`src/rtl/aor_pkg.sv`:
```
// Constants for the analog override register bank: offsets, field positions,
// reset values and converter reference levels.
// Assumes a 7-bit register address and 8-bit data carried by the serial port.
//
// Summary of operation
// - Override clear: fine calibration field reads back the internal calibration result.
// - Override set: host writes fine calibration, device uses written value.
// - Regulator override resets with smart reset and digital power-down enables set.
// - Digital power-down bit set powers down digital domain while idle.
// - Global override high drives blocks on and off; low only switches on.
// - Level register bit 6 crystal, bit 5 temperature sensor, bit 4 slow oscillator.
// - Level register holds 3-bit digital regulator level; bit 3 reserved.
// - Converter tuning one resets to 1d; reset, enables, tune override, value.
// - Converter reference: 000 0.5 V, 001 0.6 V, 010 0.7 V, 111 1.2 V.
// - Tuning two: bit 3 open loop, bit 4 common-mode enable, 7:5 reserved.
// - Gain control on: read automatic gain in 4:0; off: host sets gain.
// - Gain override one resets to 20: automatic gain on, manual fields zero.
// - Amplifier gain select bit 4 at zero chooses minimum gain of 5 dB.
// - Programmable amplifier gain field: 3 dB per step, 0 dB up to 24 dB.
// - Gain register two bit 7 makes gain control ignore preamble detection.
// - Gain register two bit 6 slows gain increase; gain reduction unchanged.
// - Gain compensation field 5:2 smooths signal strength on amplifier gain switch.
// - Gain register two bits 1:0 set window comparator reference adjustment.

package aor_pkg;

  // ----------------------------------------
  // Register offsets
  // ----------------------------------------
  localparam logic [6:0] ADDR_RC_FINE    = 7'h64;
  localparam logic [6:0] ADDR_REG_OVR    = 7'h65;
  localparam logic [6:0] ADDR_REG_LEVEL  = 7'h66;
  localparam logic [6:0] ADDR_CONV_ONE   = 7'h67;
  localparam logic [6:0] ADDR_CONV_TWO   = 7'h68;
  localparam logic [6:0] ADDR_GAIN_ONE   = 7'h69;
  localparam logic [6:0] ADDR_GAIN_TWO   = 7'h6a;

  // ----------------------------------------
  // Reset values
  // ----------------------------------------
  localparam logic [7:0] RST_RC_FINE     = 8'h00;
  localparam logic [7:0] RST_REG_OVR     = 8'h81;
  localparam logic [7:0] RST_REG_LEVEL   = 8'h00;
  localparam logic [7:0] RST_CONV_ONE    = 8'h1d;
  localparam logic [7:0] RST_CONV_TWO    = 8'h00;
  localparam logic [7:0] RST_GAIN_ONE    = 8'h20;
  localparam logic [7:0] RST_GAIN_TWO    = 8'h00;

  // ----------------------------------------
  // Field positions
  // ----------------------------------------
  localparam int POS_OVR_BIT       = 7;
  localparam int POS_SPOR          = 7;
  localparam int POS_DIG_PWDN      = 0;
  localparam int POS_LVL_XTAL      = 6;
  localparam int POS_LVL_TEMP      = 5;
  localparam int POS_LVL_SLOW      = 4;
  localparam int POS_CONV_RST      = 7;
  localparam int POS_CONV_REFDAC   = 6;
  localparam int POS_CONV_EN       = 5;
  localparam int POS_CONV_TUNE_OV  = 4;
  localparam int POS_CONV_VCM      = 4;
  localparam int POS_CONV_OLOOP    = 3;
  localparam int POS_AGC_EN        = 5;
  localparam int POS_LNA_SEL       = 4;
  localparam int POS_IGN_PRE       = 7;
  localparam int POS_SLOW_RISE     = 6;

  // ----------------------------------------
  // Converter reference levels and gain steps
  // ----------------------------------------
  localparam logic [10:0] REF_MV_000     = 11'h1f4;
  localparam logic [10:0] REF_MV_001     = 11'h258;
  localparam logic [10:0] REF_MV_010     = 11'h2bc;
  localparam logic [10:0] REF_MV_111     = 11'h4b0;
  localparam logic [5:0]  LNA_MIN_DB     = 6'h05;
  localparam logic [5:0]  PGA_STEP_DB    = 6'h03;
  localparam logic [5:0]  PGA_MAX_DB     = 6'h18;

endpackage

```
`src/rtl/aor_spi_slave.sv`:
```
// Serial port slave: one write/read flag, seven address bits, eight data bits.
// Assumes SCLK, NSEL and SDI are synchronous to the system clock and far slower.
`timescale 1ns/1ns

module aor_spi_slave (
  // Clock and reset
  input  wire logic       i_clk,
  input  wire logic       i_resetn,
  // Serial pins
  input  wire logic       i_sclk,
  input  wire logic       i_nsel,
  input  wire logic       i_sdi,
  output logic            o_sdo,
  output logic            o_sdo_oe,
  // Register side
  output logic [6:0]      o_addr,
  output logic            o_wr,
  output logic [7:0]      o_wdata,
  input  wire logic [7:0] i_rdata
);

  typedef struct packed {
    logic       sclk;
    logic [4:0] cnt;
    logic       is_wr;
    logic [6:0] addr;
    logic [6:0] rx;
    logic [7:0] tx;
    logic       oe;
    logic       wr;
    logic [7:0] wdata;
  } aor_spi_t;

  aor_spi_t s_q;
  aor_spi_t s_d;

  logic rise;
  logic fall;

  assign rise = i_sclk & ~s_q.sclk;
  assign fall = ~i_sclk & s_q.sclk;

  always_comb begin
    s_d      = s_q;
    s_d.sclk = i_sclk;
    s_d.wr   = 1'b0;
    if (i_nsel) begin
      s_d.cnt = 5'h00;
      s_d.oe  = 1'b0;
    end else begin
      if (rise && s_q.cnt != 5'h10) begin
        s_d.rx  = {s_q.rx[5:0], i_sdi};
        s_d.cnt = s_q.cnt + 5'h01;
        if (s_q.cnt == 5'h00) begin
          s_d.is_wr = i_sdi;
        end else if (s_q.cnt < 5'h08) begin
          s_d.addr = {s_q.addr[5:0], i_sdi};
        end else if (s_q.cnt == 5'h0f && s_q.is_wr) begin
          s_d.wr    = 1'b1;
          s_d.wdata = {s_q.rx, i_sdi};
        end
      end
      // Data leaves on the falling edge so it is stable at the master's rising edge
      if (fall && !s_q.is_wr) begin
        if (s_q.cnt == 5'h08) begin
          s_d.tx = i_rdata;
          s_d.oe = 1'b1;
        end else if (s_q.cnt > 5'h08) begin
          s_d.tx = {s_q.tx[6:0], 1'b0};
        end
      end
    end
  end

  always_ff @(posedge i_clk or negedge i_resetn) begin
    if (!i_resetn) begin
      s_q <= '0;
    end else begin
      s_q <= s_d;
    end
  end

  assign o_sdo    = s_q.tx[7];
  assign o_sdo_oe = s_q.oe;
  assign o_addr   = s_q.addr;
  assign o_wr     = s_q.wr;
  assign o_wdata  = s_q.wdata;

endmodule

```
`src/rtl/aor_top.sv`:
```
// Analog override register bank with serial port access and the control
// outputs that steer the oscillator, regulators, converter and gain loop.
// Assumes serial pins synchronous to I_CLK; analog blocks sit outside.
`timescale 1ns/1ns

module aor_top #(
  parameter logic [5:0] LNA_HIGH_DB = 6'h19
) (
  // Clock and reset
  input  wire logic        I_CLK,
  input  wire logic        I_RESETN,
  // Serial port
  input  wire logic        I_SCLK,
  input  wire logic        I_NSEL,
  input  wire logic        I_SDI,
  output logic             O_SDO,
  output logic             O_SDO_OE,
  // Internal results and requests
  input  wire logic [6:0]  I_RC_FINE_CAL,
  input  wire logic [6:0]  I_AUTO_EN,
  input  wire logic        I_IDLE,
  input  wire logic [3:0]  I_CONV_TUNE_AUTO,
  input  wire logic [4:0]  I_AGC_GAIN,
  // Oscillator and regulators
  output logic [6:0]       O_RC_FINE,
  output logic             O_SMART_POR_EN,
  output logic [6:0]       O_BLOCK_EN,
  output logic             O_DIG_PWDN,
  output logic             O_TEMP_SENSE_EN,
  output logic             O_SLOW_OSCILLATOR_ON,
  output logic [2:0]       O_DIG_LEVEL,
  // Converter
  output logic             O_CONV_RESET,
  output logic             O_CONV_REFDAC_EN,
  output logic             O_CONV_EN,
  output logic [3:0]       O_CONV_TUNE,
  output logic             O_CONV_VCM_EN,
  output logic             O_CONV_OPEN_LOOP,
  output logic [2:0]       O_CONV_REF_SEL,
  output logic [10:0]      O_CONV_REF_MV,
  // Gain control
  output logic             O_AGC_EN,
  output logic             O_LNA_HIGH,
  output logic [3:0]       O_PGA_GAIN,
  output logic [5:0]       O_GAIN_DB,
  output logic             O_AGC_IGNORE_PREAMBLE,
  output logic             O_AGC_SLOW_RISE,
  output logic [3:0]       O_LNA_COMP,
  output logic [1:0]       O_PGA_WINDOW_REF
);

  // ----------------------------------------
  // State
  // ----------------------------------------
  // Block enable order: xtal, bias, vco, if, rf, pll, digital regulator
  typedef struct packed {
    logic [7:0]  rc_fine;
    logic [7:0]  reg_ovr;
    logic [6:0]  reg_lvl;
    logic [7:0]  conv_one;
    logic [4:0]  conv_two;
    logic [5:0]  gain_one;
    logic [7:0]  gain_two;
    logic [6:0]  rc_out;
    logic [6:0]  blk_en;
    logic        dig_pwdn;
    logic [3:0]  tune_out;
    logic [10:0] ref_mv;
    logic [4:0]  gain_out;
    logic [5:0]  gain_db;
  } aor_state_t;

  aor_state_t s_q;
  aor_state_t s_d;

  logic [6:0] spi_addr;
  logic       spi_wr;
  logic [7:0] spi_wdata;
  logic [7:0] rd_data;
  logic [6:0] ovr_en;
  logic [5:0] pga_db;

  // ----------------------------------------
  // Serial port
  // ----------------------------------------
  aor_spi_slave u_spi (
    .i_clk    (I_CLK),
    .i_resetn (I_RESETN),
    .i_sclk   (I_SCLK),
    .i_nsel   (I_NSEL),
    .i_sdi    (I_SDI),
    .o_sdo    (O_SDO),
    .o_sdo_oe (O_SDO_OE),
    .o_addr   (spi_addr),
    .o_wr     (spi_wr),
    .o_wdata  (spi_wdata),
    .i_rdata  (rd_data)
  );

  // ----------------------------------------
  // Read mux
  // ----------------------------------------
  // Unmapped addresses read zero
  always_comb begin
    case (spi_addr)
      aor_pkg::ADDR_RC_FINE: begin
        rd_data = s_q.rc_fine[aor_pkg::POS_OVR_BIT] ? s_q.rc_fine :
                  {1'b0, I_RC_FINE_CAL};
      end
      aor_pkg::ADDR_REG_OVR: begin
        rd_data = s_q.reg_ovr;
      end
      aor_pkg::ADDR_REG_LEVEL: begin
        rd_data = {s_q.reg_lvl[6:3], 1'b0, s_q.reg_lvl[2:0]};
      end
      aor_pkg::ADDR_CONV_ONE: begin
        rd_data = s_q.conv_one;
      end
      aor_pkg::ADDR_CONV_TWO: begin
        rd_data = {3'h0, s_q.conv_two};
      end
      aor_pkg::ADDR_GAIN_ONE: begin
        rd_data = s_q.gain_one[aor_pkg::POS_AGC_EN] ? {3'h1, I_AGC_GAIN} :
                  {2'h0, s_q.gain_one};
      end
      aor_pkg::ADDR_GAIN_TWO: begin
        rd_data = s_q.gain_two;
      end
      default: begin
        rd_data = 8'h00;
      end
    endcase
  end

  // ----------------------------------------
  // Next state
  // ----------------------------------------
  always_comb begin
    s_d = s_q;
    if (spi_wr) begin
      case (spi_addr)
        aor_pkg::ADDR_RC_FINE: begin
          s_d.rc_fine = spi_wdata;
        end
        aor_pkg::ADDR_REG_OVR: begin
          s_d.reg_ovr = spi_wdata;
        end
        aor_pkg::ADDR_REG_LEVEL: begin
          s_d.reg_lvl = {spi_wdata[7:4], spi_wdata[2:0]};
        end
        aor_pkg::ADDR_CONV_ONE: begin
          s_d.conv_one = spi_wdata;
        end
        aor_pkg::ADDR_CONV_TWO: begin
          s_d.conv_two = spi_wdata[4:0];
        end
        aor_pkg::ADDR_GAIN_ONE: begin
          s_d.gain_one = spi_wdata[5:0];
        end
        aor_pkg::ADDR_GAIN_TWO: begin
          s_d.gain_two = spi_wdata;
        end
        default: begin
          s_d.gain_two = s_q.gain_two;
        end
      endcase
    end

    // Fine calibration in use
    s_d.rc_out = s_q.rc_fine[aor_pkg::POS_OVR_BIT] ? s_q.rc_fine[6:0] : I_RC_FINE_CAL;

    // Without global override a set bit only adds to the automatic request
    s_d.blk_en = s_q.reg_lvl[6] ? ovr_en : (ovr_en | I_AUTO_EN);
    s_d.dig_pwdn = s_q.reg_ovr[aor_pkg::POS_DIG_PWDN] & I_IDLE;

    s_d.tune_out = s_q.conv_one[aor_pkg::POS_CONV_TUNE_OV] ? s_q.conv_one[3:0] : I_CONV_TUNE_AUTO;

    // Codes 011 to 110 have no defined level and report zero
    case (s_q.conv_two[2:0])
      3'h0: begin
        s_d.ref_mv = aor_pkg::REF_MV_000;
      end
      3'h1: begin
        s_d.ref_mv = aor_pkg::REF_MV_001;
      end
      3'h2: begin
        s_d.ref_mv = aor_pkg::REF_MV_010;
      end
      3'h7: begin
        s_d.ref_mv = aor_pkg::REF_MV_111;
      end
      default: begin
        s_d.ref_mv = 11'h000;
      end
    endcase

    s_d.gain_out = s_q.gain_one[aor_pkg::POS_AGC_EN] ? I_AGC_GAIN : s_q.gain_one[4:0];
    s_d.gain_db  = (s_q.gain_out[4] ? LNA_HIGH_DB : aor_pkg::LNA_MIN_DB) + pga_db;
  end

  // Order matches the block enable bundle
  assign ovr_en = {s_q.reg_lvl[5], s_q.reg_ovr[6:1]};

  // Steps above the ceiling clamp rather than wrap
  always_comb begin
    if (s_q.gain_out[3:0] > 4'h8) begin
      pga_db = aor_pkg::PGA_MAX_DB;
    end else begin
      pga_db = 6'(s_q.gain_out[3:0] * aor_pkg::PGA_STEP_DB);
    end
  end

  // ----------------------------------------
  // Registers
  // ----------------------------------------
  always_ff @(posedge I_CLK or negedge I_RESETN) begin
    if (!I_RESETN) begin
      s_q          <= '0;
      s_q.rc_fine  <= aor_pkg::RST_RC_FINE;
      s_q.reg_ovr  <= aor_pkg::RST_REG_OVR;
      s_q.reg_lvl  <= 7'(aor_pkg::RST_REG_LEVEL);
      s_q.conv_one <= aor_pkg::RST_CONV_ONE;
      s_q.conv_two <= 5'(aor_pkg::RST_CONV_TWO);
      s_q.gain_one <= 6'(aor_pkg::RST_GAIN_ONE);
      s_q.gain_two <= aor_pkg::RST_GAIN_TWO;
    end else begin
      s_q <= s_d;
    end
  end

  // ----------------------------------------
  // Outputs
  // ----------------------------------------
  assign O_RC_FINE             = s_q.rc_out;
  assign O_SMART_POR_EN        = s_q.reg_ovr[aor_pkg::POS_SPOR];
  assign O_BLOCK_EN            = s_q.blk_en;
  assign O_DIG_PWDN            = s_q.dig_pwdn;
  assign O_TEMP_SENSE_EN       = s_q.reg_lvl[aor_pkg::POS_LVL_TEMP - 1];
  assign O_SLOW_OSCILLATOR_ON  = s_q.reg_lvl[aor_pkg::POS_LVL_SLOW - 1];
  assign O_DIG_LEVEL           = s_q.reg_lvl[2:0];
  assign O_CONV_RESET          = s_q.conv_one[aor_pkg::POS_CONV_RST];
  assign O_CONV_REFDAC_EN      = s_q.conv_one[aor_pkg::POS_CONV_REFDAC];
  assign O_CONV_EN             = s_q.conv_one[aor_pkg::POS_CONV_EN];
  assign O_CONV_TUNE           = s_q.tune_out;
  assign O_CONV_VCM_EN         = s_q.conv_two[aor_pkg::POS_CONV_VCM];
  assign O_CONV_OPEN_LOOP      = s_q.conv_two[aor_pkg::POS_CONV_OLOOP];
  assign O_CONV_REF_SEL        = s_q.conv_two[2:0];
  assign O_CONV_REF_MV         = s_q.ref_mv;
  assign O_AGC_EN              = s_q.gain_one[aor_pkg::POS_AGC_EN];
  assign O_LNA_HIGH            = s_q.gain_out[aor_pkg::POS_LNA_SEL];
  assign O_PGA_GAIN            = s_q.gain_out[3:0];
  assign O_GAIN_DB             = s_q.gain_db;
  assign O_AGC_IGNORE_PREAMBLE = s_q.gain_two[aor_pkg::POS_IGN_PRE];
  assign O_AGC_SLOW_RISE       = s_q.gain_two[aor_pkg::POS_SLOW_RISE];
  assign O_LNA_COMP            = s_q.gain_two[5:2];
  assign O_PGA_WINDOW_REF      = s_q.gain_two[1:0];
endmodule

```
`config.mk`:
```
export PLATFORM = sky130hd
export DESIGN_NAME = aor_top
export DESIGN_NICKNAME = d
export VERILOG_FILES = /design/src/rtl/aor_pkg.sv /design/src/rtl/aor_spi_slave.sv /design/src/rtl/aor_top.sv
export SDC_FILE = /design/constraint.sdc
export NUM_CORES = 1
export LEC_CHECK = 0
export BUFFER_PORTS_ARGS = -buffer_cell sky130_fd_sc_hd__buf_2
export CORE_MARGIN = 2
export CORE_UTILIZATION = 40
export CTS_CLUSTER_SIZE = 24
export DETAILED_ROUTE_END_ITERATION = 10
export SLEW_MARGIN = 30
export SYNTH_ARGS = -nofsm -noshare
export SYNTH_HDL_FRONTEND = slang
export SYNTH_SLANG_ARGS = --single-unit
```
`constraint.sdc`:
```
create_clock -name I_CLK -period 2.75 [get_ports I_CLK]
set_clock_uncertainty 0.1 [all_clocks]
set_input_delay 0 -clock I_CLK [delete_from_list [all_inputs] [get_ports I_CLK]]
set_output_delay 0 -clock I_CLK [all_outputs]
set_load 0.1 [all_outputs]
```
; Word level (Yosys, flattened, before mapping)
; Index checks and enable logic that the tools add are counted.
[word_totals]
register_bits = 130
latchBits = 0
ram_bits = 0
mem_bits_ro = 0
input_bits = 29
out_inout_bits = 66
wordCells = 99
n_memories = 0
[classes]
add_sub_neg = 2
n_mul = 1
n_div = 0
n_lt_le_gt_ge = 3
eq_ne = 13
n_shift = 0
n_mux = 25
bitwise = 9
n_reduce_logical = 23
[op_table]
columns = op, n
row1 = $pmux W8 S7, 1
row2 = $eq A7 B7 Y1 const B, 7
row3 = $mux W9, 5
row4 = $pmux W11 S4, 1
row5 = $mux W7, 4
row6 = $mux W8, 3
row7 = $mux W20, 1
row8 = $reduce_and A2 Y1, 9
row9 = $mux W5, 3
row10 = $mux W6, 2
row11 = $eq A5 B4 Y1 const B, 2
row12 = $reduce_bool A2 Y1, 4
row13 = $or A7 B7 Y7, 1
row14 = $add A5 B6 Y6, 1
row15 = $mul A4 B2 Y6 const B, 1
row16 = $reduce_and A3 Y1, 2
row17 = $add A5 B1 Y5 const B, 1
row18 = $gt A5 B4 Y1 const B, 1
row19 = $logic_not A5 Y1, 1
row20 = $lt A5 B4 Y1 const B, 1
row21 = $ne A5 B5 Y1 const B, 1
row22 = $not A1 Y1, 5
row23 = $reduce_and A5 Y1, 1
row24 = $gt A4 B4 Y1 const B, 1
row25 = 10 further kinds, 17

; Longest topological paths before layout
; Gate-level depths: netlist of the first run.
[depth]
word_depth = 7
ltp_mapped = 10
ltp_nobuf = 9

; By module
; A second synthesis of the first run with hierarchy kept.
[unflattened]
cells_unflattened = 493
area_unflattened_um2 = 6188.4
[by_module_without_submodules]
columns = module, instances, cells_each, area_per_inst_um2, seq_area_each_um2
row1 = aor_top, 1, 356, 4334.2, 2185.8
row2 = aor_spi_slave, 1, 137, 1854.3, 975.9

; Worst setup path before layout of the first run
; Ideal clock, no wire load.
[synth_path]
path_type = register -> register
from = register s_q, in the netlist O_PGA_GAIN[1]
to = register s_q, in the netlist O_GAIN_DB[5]
setup_time_ps = 128
t_arrival_ps = 1975
slack_ps = 547
stages_incl_launch_ff = 8
n_path_buf = 0
period_less_slack_ps = 2203
cell_sequence = dfrtp_1 > ha_1 > fa_1 > nor2b_1 > ha_1 > a31oi_1 > o21ai_0 > xor2_1
[synth_lines]
columns = element, line_no
row1 = from (decl), aor_top.sv:73  ; aor_state_t s_q;

; Worst setup path after layout of the first run
[layout_path]
from = register u_spi.s_q[33] (netlist bit)
to = register u_spi.s_q, in the netlist u_spi.o_addr[6]
[layout_between]
elab_chain_cells = 3
elab_cells_between_ends = 6
[layout_lines]
columns = element, line_no
row1 = from (decl), aor_spi_slave.sv:34  ; aor_spi_t s_q;
row2 = from (signal assigned), aor_spi_slave.sv:77  ; s_q <= '0;
row3 = from (signal assigned), aor_spi_slave.sv:79  ; s_q <= s_d;
row4 = branches (longest 2 deep; another with $lt A5 B4 Y1), --
row5 = $reduce_and A4 Y1 (no source line) (*), --
; Every way passes the cells marked *.
; A chain may end at the register's enable or synchronous reset.

==> results.toml, run 1 <==
[synthesis]
ys_warn_count = 0
ys_async_sr_fraction = 1.00
netlist_area_um2 = 6110
syn_area_per_cell_um2 = 12.5
syn-instance-count = 488
synth_ff_type = "dfrtp_1"
ys_types = 53
ys_seq_area_frac = 0.518
synth_edf_count = 0
ys_seq_elements = 126

[worst_setup_path]
worst_path_max_delay_cell = "and3_1"
cp_max_fo = 10
arrival_ns = 2.73
crit_path_end_kind = "flip-flop"
crit_path_max_incr_delay_ns = 0.49
start_kind = "flip-flop"
cp_num_buf_inv = 1
required_ns = 2.95
cp_cell_sequence = "inv_1, ha_1, nand2b_4, o311a_1, nor2b_4, and3_1, mux2_4"
crit_family = "simple AND/OR/NAND/NOR gates"
crit_type = "reg -> reg"
rrSetupSlack_ns = 0.22

[clock_network]
cts_setup_buffers = 0
cts-root-buf = "clkbuf_16"
cts_sinks = 126
postCtsHoldBufs = 28
cts_resized = 0
clk_latency_ns = 0.42
cts-buffers-inserted = 17
cts_max_path_buffers = 2
cts.reportedPaths.clkPinSlew_ns = 0.06
htreeDepth = 4
cts_tree = "yes"

[global_route]
antenna_found_initial = 0
grt_pass1_wl_um = 21500
grt_max_degree = 57
grt_pass1_vias = 4027
grt_usage = 0.174
overflow = 0

[place]
hpwl_um = 9270
io_buffers = 92
gp_congestion = 0.863

[detailed_routing]
drc = 0
wirelength_um = 13200
vias = 3862
drt-initial-drc-count = 219
viasPerCell = 5.02
wl_per_cell_um = 17.1
drtPass1Iterations = 4
antenna_left = 0

[sta]
final-setup-viol-count = 0
fin_crit_ns = 2.53
fin_crit_sh = 0.920
worstMarginPinSlew_ns = 0.735
setup_tns_ns = 0
maxSlewHeadroom = 0.510
rsz0062_at_grt = "no"
fmax_mhz = 395
hold_viol_final = 0
slew_viol_final = 0

[hold_path]
min-delay-path-class = "in -> async"

[floorplanning]
core_um2 = 15000
die_y_um = 128
ios = 95
initial_core_util = 0.406
die_w_um = 128
die-area_um2 = 16300
rows = 45

[finish]
fillCellCount = 1364
antenna_cells = 0
multi_input_area_um2 = 2400
syn_to_final_growth_pct = 19.7
nets = 612
final_cell_mix = "119 x dfrtp_1, 91 x buf_2, 77 x mux2_2"
register_area_um2 = 3160
final_common_cell = "dfrtp_1"
drive_gt1_frac = 0.423

[power]
total_power_mw = 4.80
peakVddDrop_uv = 441
p_leak_nw = 3.55
p_per_area_nw_per_um2 = 657

[run]
max_cap_viol_count = 0

[run_status]
status = "completed"
-- power breakdown --
part	internal, mW	switching (mW)	total, mW
Sequential	1.94	0.0792	2.02
Clock	1.47	0.768	2.24
Combinational	0.216	0.331	0.547
-- per-layer routing --
metal / share of wire / GRT usage
met1: 0.46 / 0.229
met5: 0 / 0
met3: 0.049 / 0.0507
met4: 0.014 / 0.0659
met2: 0.48 / 0.271
-- kinds of logic (layout without fill, tap and decap cells) --
family,Yosys count,after routing,share of synthesized area
flip-flops,126,126,0.518
multiplexers,99,99,0.196
AND/OR/NAND/NOR,96,96,0.0854
buffers and inverters,85,177,0.0895
AO/OA/AOI/OAI,57,57,0.0662
adder cells (fa/ha/maj),14,14,0.0299
XOR/XNOR,10,10,0.0143
other,1,2,0.000614
-- final cells by class --
cell class,instances,share of cell area
clock inverter,5,0.0106
timing repair buffer,136,0.120
inverter,10,0.00513
multi-input combinational,278,0.329
tap,188,0.0322
sequential,126,0.432
clock buffer,26,0.0710
-- synth_stat cells, types with 2 or more instances --
| cell | instances | area (µm²) |
|---|---|---|
| dfrtp_1 | 119 | 2980 |
| mux2_2 | 77 | 867 |
| buf_4 | 51 | 383 |
| nor2_1 | 25 | 93.8 |
| nand2_1 | 17 | 63.8 |
| mux2_4 | 15 | 225 |
| nand3_1 | 14 | 70.1 |
| ha_1 | 13 | 163 |
| a21o_1 | 12 | 90.1 |
| clkbuf_1 | 12 | 45.0 |
| a22oi_1 | 9 | 67.6 |
| inv_1 | 9 | 33.8 |
| nand2b_1 | 9 | 56.3 |
| a21oi_1 | 8 | 40.0 |
| dfstp_2 | 7 | 184 |
| nor2b_1 | 6 | 37.5 |
| xor2_1 | 6 | 52.6 |
| a31oi_1 | 5 | 31.3 |
| buf_2 | 5 | 25.0 |
| o21ai_0 | 5 | 25.0 |
| a211oi_1 | 4 | 30.0 |
| a21boi_0 | 4 | 30.0 |
| and3_1 | 4 | 25.0 |
| buf_6 | 4 | 45.0 |
| mux2i_1 | 4 | 40.0 |
| xnor2_1 | 4 | 35.0 |
| and2_1 | 3 | 18.8 |
| buf_1 | 3 | 11.3 |
| mux4_2 | 3 | 67.6 |
| nand3b_1 | 3 | 22.5 |
| nand4_1 | 3 | 18.8 |
| and3b_1 | 2 | 17.5 |
| o221ai_1 | 2 | 17.5 |
| or3b_2 | 2 | 17.5 |
-- per-stage QoR --
stage	instance area (µm²)	worst slack, ns	utilization	instances	hold WS, ns
4_1_cts	7310	0.241	0.486	769	0.127
3_3_place_gp	6430	0.371	0.428	710	-0.000538
5_1_grt	7310	0.0624	0.486	769	0.151
3_5_place_dp	6430	0.265	0.428	710	0.00490
2_1_floorplan	6110	0.547	-	489	-0.396
6_report	7310	0.219	0.486	769	0.102
-- state kept, by name, summed over array words and instances, names as in the netlist, 6 cells and up --
signal and cells:
O_CONV_REF_MV 7, u_spi.o_wdata 8, O_GAIN_DB 6, O_BLOCK_EN 7, s_q 20, u_spi.s_q 21, u_spi.o_addr 7, O_RC_FINE 7
ovr_en 7
-- final timing paths --
kind / startpoint / endpoint / cells after the start
worst min register to register: ovr_en[5] / O_BLOCK_EN[5] / 1
worst max register to register: u_spi.s_q[33] / u_spi.o_addr[6] / 7
worst min-delay path: I_RESETN / O_CONV_TUNE[1] / 2
min in group I_CLK: I_SCLK / u_spi.s_q[38] / 2
worst max-delay path: u_spi.s_q[33] / u_spi.o_addr[6] / 7
max in group asynchronous: I_RESETN / u_spi.o_wdata[5] / 3
Note: power is estimated with default switching activity, not from simulation.
==> run 2, diff against run 1 <==
--- a/config.mk
+++ b/config.mk
@@ -13,4 +13,5 @@
 export SLEW_MARGIN = 30
 export SYNTH_ARGS = -nofsm -noshare
 export SYNTH_HDL_FRONTEND = slang
+export SYNTH_HIERARCHICAL = 1
 export SYNTH_SLANG_ARGS = --single-unit
==> run 2 against run 1 <==
Power decreased by 1.1%. Largest cell class unchanged. Global-route usage increased by 0.14 points. Highest routed layer unchanged. Sequential power about the same. Sequential share of layout area increased by 0.37 points. Largest power group unchanged. Critical path type unchanged. Critical endpoint is now O_GAIN_DB[5]. Synthesized cell count is 1.0% higher.
==> results.toml, run 2 <==
[run_status]
status = "completed"

[sta]
maxSlewHeadroom = 0.522
worstMarginPinSlew_ns = 0.714
final-setup-viol-count = 0
fmax_mhz = 394
hold_viol_final = 0
slew_viol_final = 0
fin_crit_sh = 0.923
rsz0062_at_grt = "no"
fin_crit_ns = 2.54
setup_tns_ns = 0

[finish]
multi_input_area_um2 = 2410
final_cells = 759
final_cell_mix = "119 x dfrtp_1, 104 x mux2_2, 91 x buf_2"
nets = 600
largest-register = "u_spi/s_q"
fillCellCount = 1360
register_area_um2 = 3170
fin_util = 0.479
final_common_cell = "dfrtp_1"
antenna_cells = 0
syn_to_final_growth_pct = 17.3
drive_gt1_frac = 0.450
finalInstanceArea_um2 = 7260
largest_reg_flops = 21

[place]
io_buffers = 92
gp_congestion = 0.805
dp_cells = 699
hpwl_um = 9570
placed_area_um2 = 6380

[worst_setup_path]
start_kind = "flip-flop"
worst_path_max_delay_cell = "dfrtp_1"
required_ns = 2.94
cp_max_fo = 5
arrival_ns = 2.73
crit_path_end_kind = "flip-flop"
crit_type = "reg -> reg"
crit_path_max_incr_delay_ns = 0.44
cp_cell_sequence = "ha_1, fa_1, xor2_1, nand2_1, ha_1, or3_1, o21ai_0, a21oi_1, xor2_1"

[global_route]
antenna_found_initial = 0
grt_usage = 0.175
grt_max_degree = 55
grt_pass1_vias = 3992
grt_pass1_wl_um = 21700
overflow = 0

[synthesis]
synth-simple-area-share = 0.0853
syn_area_per_cell_um2 = 12.6
synthTopCellsByArea = "dfrtp_1 48%, mux2_2 19%, buf_4 8.0%"
synth_ff_type = "dfrtp_1"
synth_top_area_frac = 0.481
synth_top_cell_by_area = "dfrtp_1"
synth_edf_count = 0
ys_seq_elements = 126
yosysMostFrequentCell = "dfrtp_1"
ys_seq_area_frac = 0.511
ys_types = 58
yosys.area_share.xor_xnor = 0.00991
ys_warn_count = 6
synthMuxAreaShare = 0.203
synth_top_family_by_area = "multiplexers"
netlist_area_um2 = 6190
syn-instance-count = 493
ys_async_sr_fraction = 1.00
synth_commonest_cells = "119 x dfrtp_1, 104 x mux2_2, 66 x buf_4"
synth-compound-area-share = 0.0627
synthAdderAreaFrac = 0.0275

[clock_network]
cts_tree = "yes"
cts_max_path_buffers = 2
clk_latency_ns = 0.42
cts-root-buf = "clkbuf_16"
cts.reportedPaths.clkPinSlew_ns = 0.06
cts_resized = 0
cts_sinks = 126
htreeDepth = 4
cts-buffers-inserted = 17

[floorplanning]
die_w_um = 128
die_y_um = 128
rows = 45
ios = 95
initial_core_util = 0.409
die-area_um2 = 16500
core_um2 = 15100

[detailed_routing]
vias = 3837
antenna_left = 0
wl_per_cell_um = 18.2
drc = 0
wirelength_um = 13800
drtPass1Iterations = 4
drt-initial-drc-count = 200
viasPerCell = 5.06

[power]
peakVddDrop_uv = 422
total_power_mw = 4.75
p_leak_nw = 3.56
p_per_area_nw_per_um2 = 655

[run]
max_cap_viol_count = 0

[hold_path]
min-delay-path-class = "in -> async"
## run 2: cell count changes in the layout (fill, tap and decap cells not counted), moves of 6 or more
cell      change
nor2_1        -7
mux2_4       -15
mux2_2       +27
nand2b_1      -6
buf_4         -9
nand3_1       -7
## run 2: logic make-up (layout without fill, tap and decap cells)
| logic type | after synthesis | in the layout |
|---|---|---|
| muxes | 111 | 111 |
| adders and majority gates | 13 | 13 |
| AOI/OAI and AO/OA | 58 | 58 |
| buffers and inverters | 94 | 171 |
| xor gates and xnor gates | 7 | 7 |
| other | 1 | 2 |
| DFF | 126 | 126 |
| and+or+nand+nor | 83 | 83 |
## run 2: repair_timing
action / CTS / global route
setup buffers: 0 / 0
hold buffers: 28 / 0
hold endpoints to repair: 109 / 0
## run 2: final cells by class
| type | count | share of cell area |
|---|---|---|
| Inverter | 12 | 0.00621 |
| Sequential cell | 126 | 0.436 |
| Clock inverter | 11 | 0.0157 |
| Clock buffer | 21 | 0.0662 |
| Tap cell | 188 | 0.0324 |
| Multi-Input combinational cell | 274 | 0.332 |
| Timing Repair Buffer | 127 | 0.111 |
## run 2: path summary, 6_finish.rpt
kind	start	slack, ns	end	depth (start not counted)
min in group I_CLK	I_SCLK	0.20	u_spi/s_q[38]	2
max in group asynchronous	I_RESETN	1.67	s_q[60]	3
hold / removal	I_RESETN	0.05	O_GAIN_DB[4]	2
setup / recovery	O_PGA_GAIN[1]	0.21	O_GAIN_DB[5]	9
setup reg to reg	O_PGA_GAIN[1]	0.21	O_GAIN_DB[5]	9
hold reg to reg	ovr_en[6]	0.39	O_BLOCK_EN[6]	1
## run 2: metal layers
metal / vias up / track usage / share of wire / wire [µm]
met5: - / 0 / 0 / 0
met4: 0 / 0.0601 / 0.017 / 237
met3: 16 / 0.0453 / 0.039 / 544
met2: 88 / 0.286 / 0.48 / 6650
met1: 1930 / 0.227 / 0.46 / 6350
li1: 1803 / - / - / -
## run 2: report_power, final
part | total [mW] | switching (mW) | internal, mW
Sequential | 2.02 | 0.0719 | 1.94
Combinational | 0.504 | 0.309 | 0.194
Clock | 2.23 | 0.810 | 1.42
Total | 4.75 | 1.19 | 3.56
## run 2: critical path: cells and delay by family, from the launching register on
family	cells	cell delay, ns
AOI/OAI and AO/OA	2	0.15
DFF	1	0.44
xor gates and xnor gates	2	0.34
adders and majority gates	3	0.97
and+or+nand+nor	2	0.41
## run 2: stage by stage
| step | setup WS [ns] | hold slack [ns] |
|---|---|---|
| global route | 0.0584 | 0.0945 |
| global placement | 0.287 | -0.0550 |
| CTS | 0.196 | 0.0582 |
| detailed placement | 0.215 | -0.0470 |
| finish | 0.210 | 0.0460 |
| floorplan | 0.0358 | -0.396 |
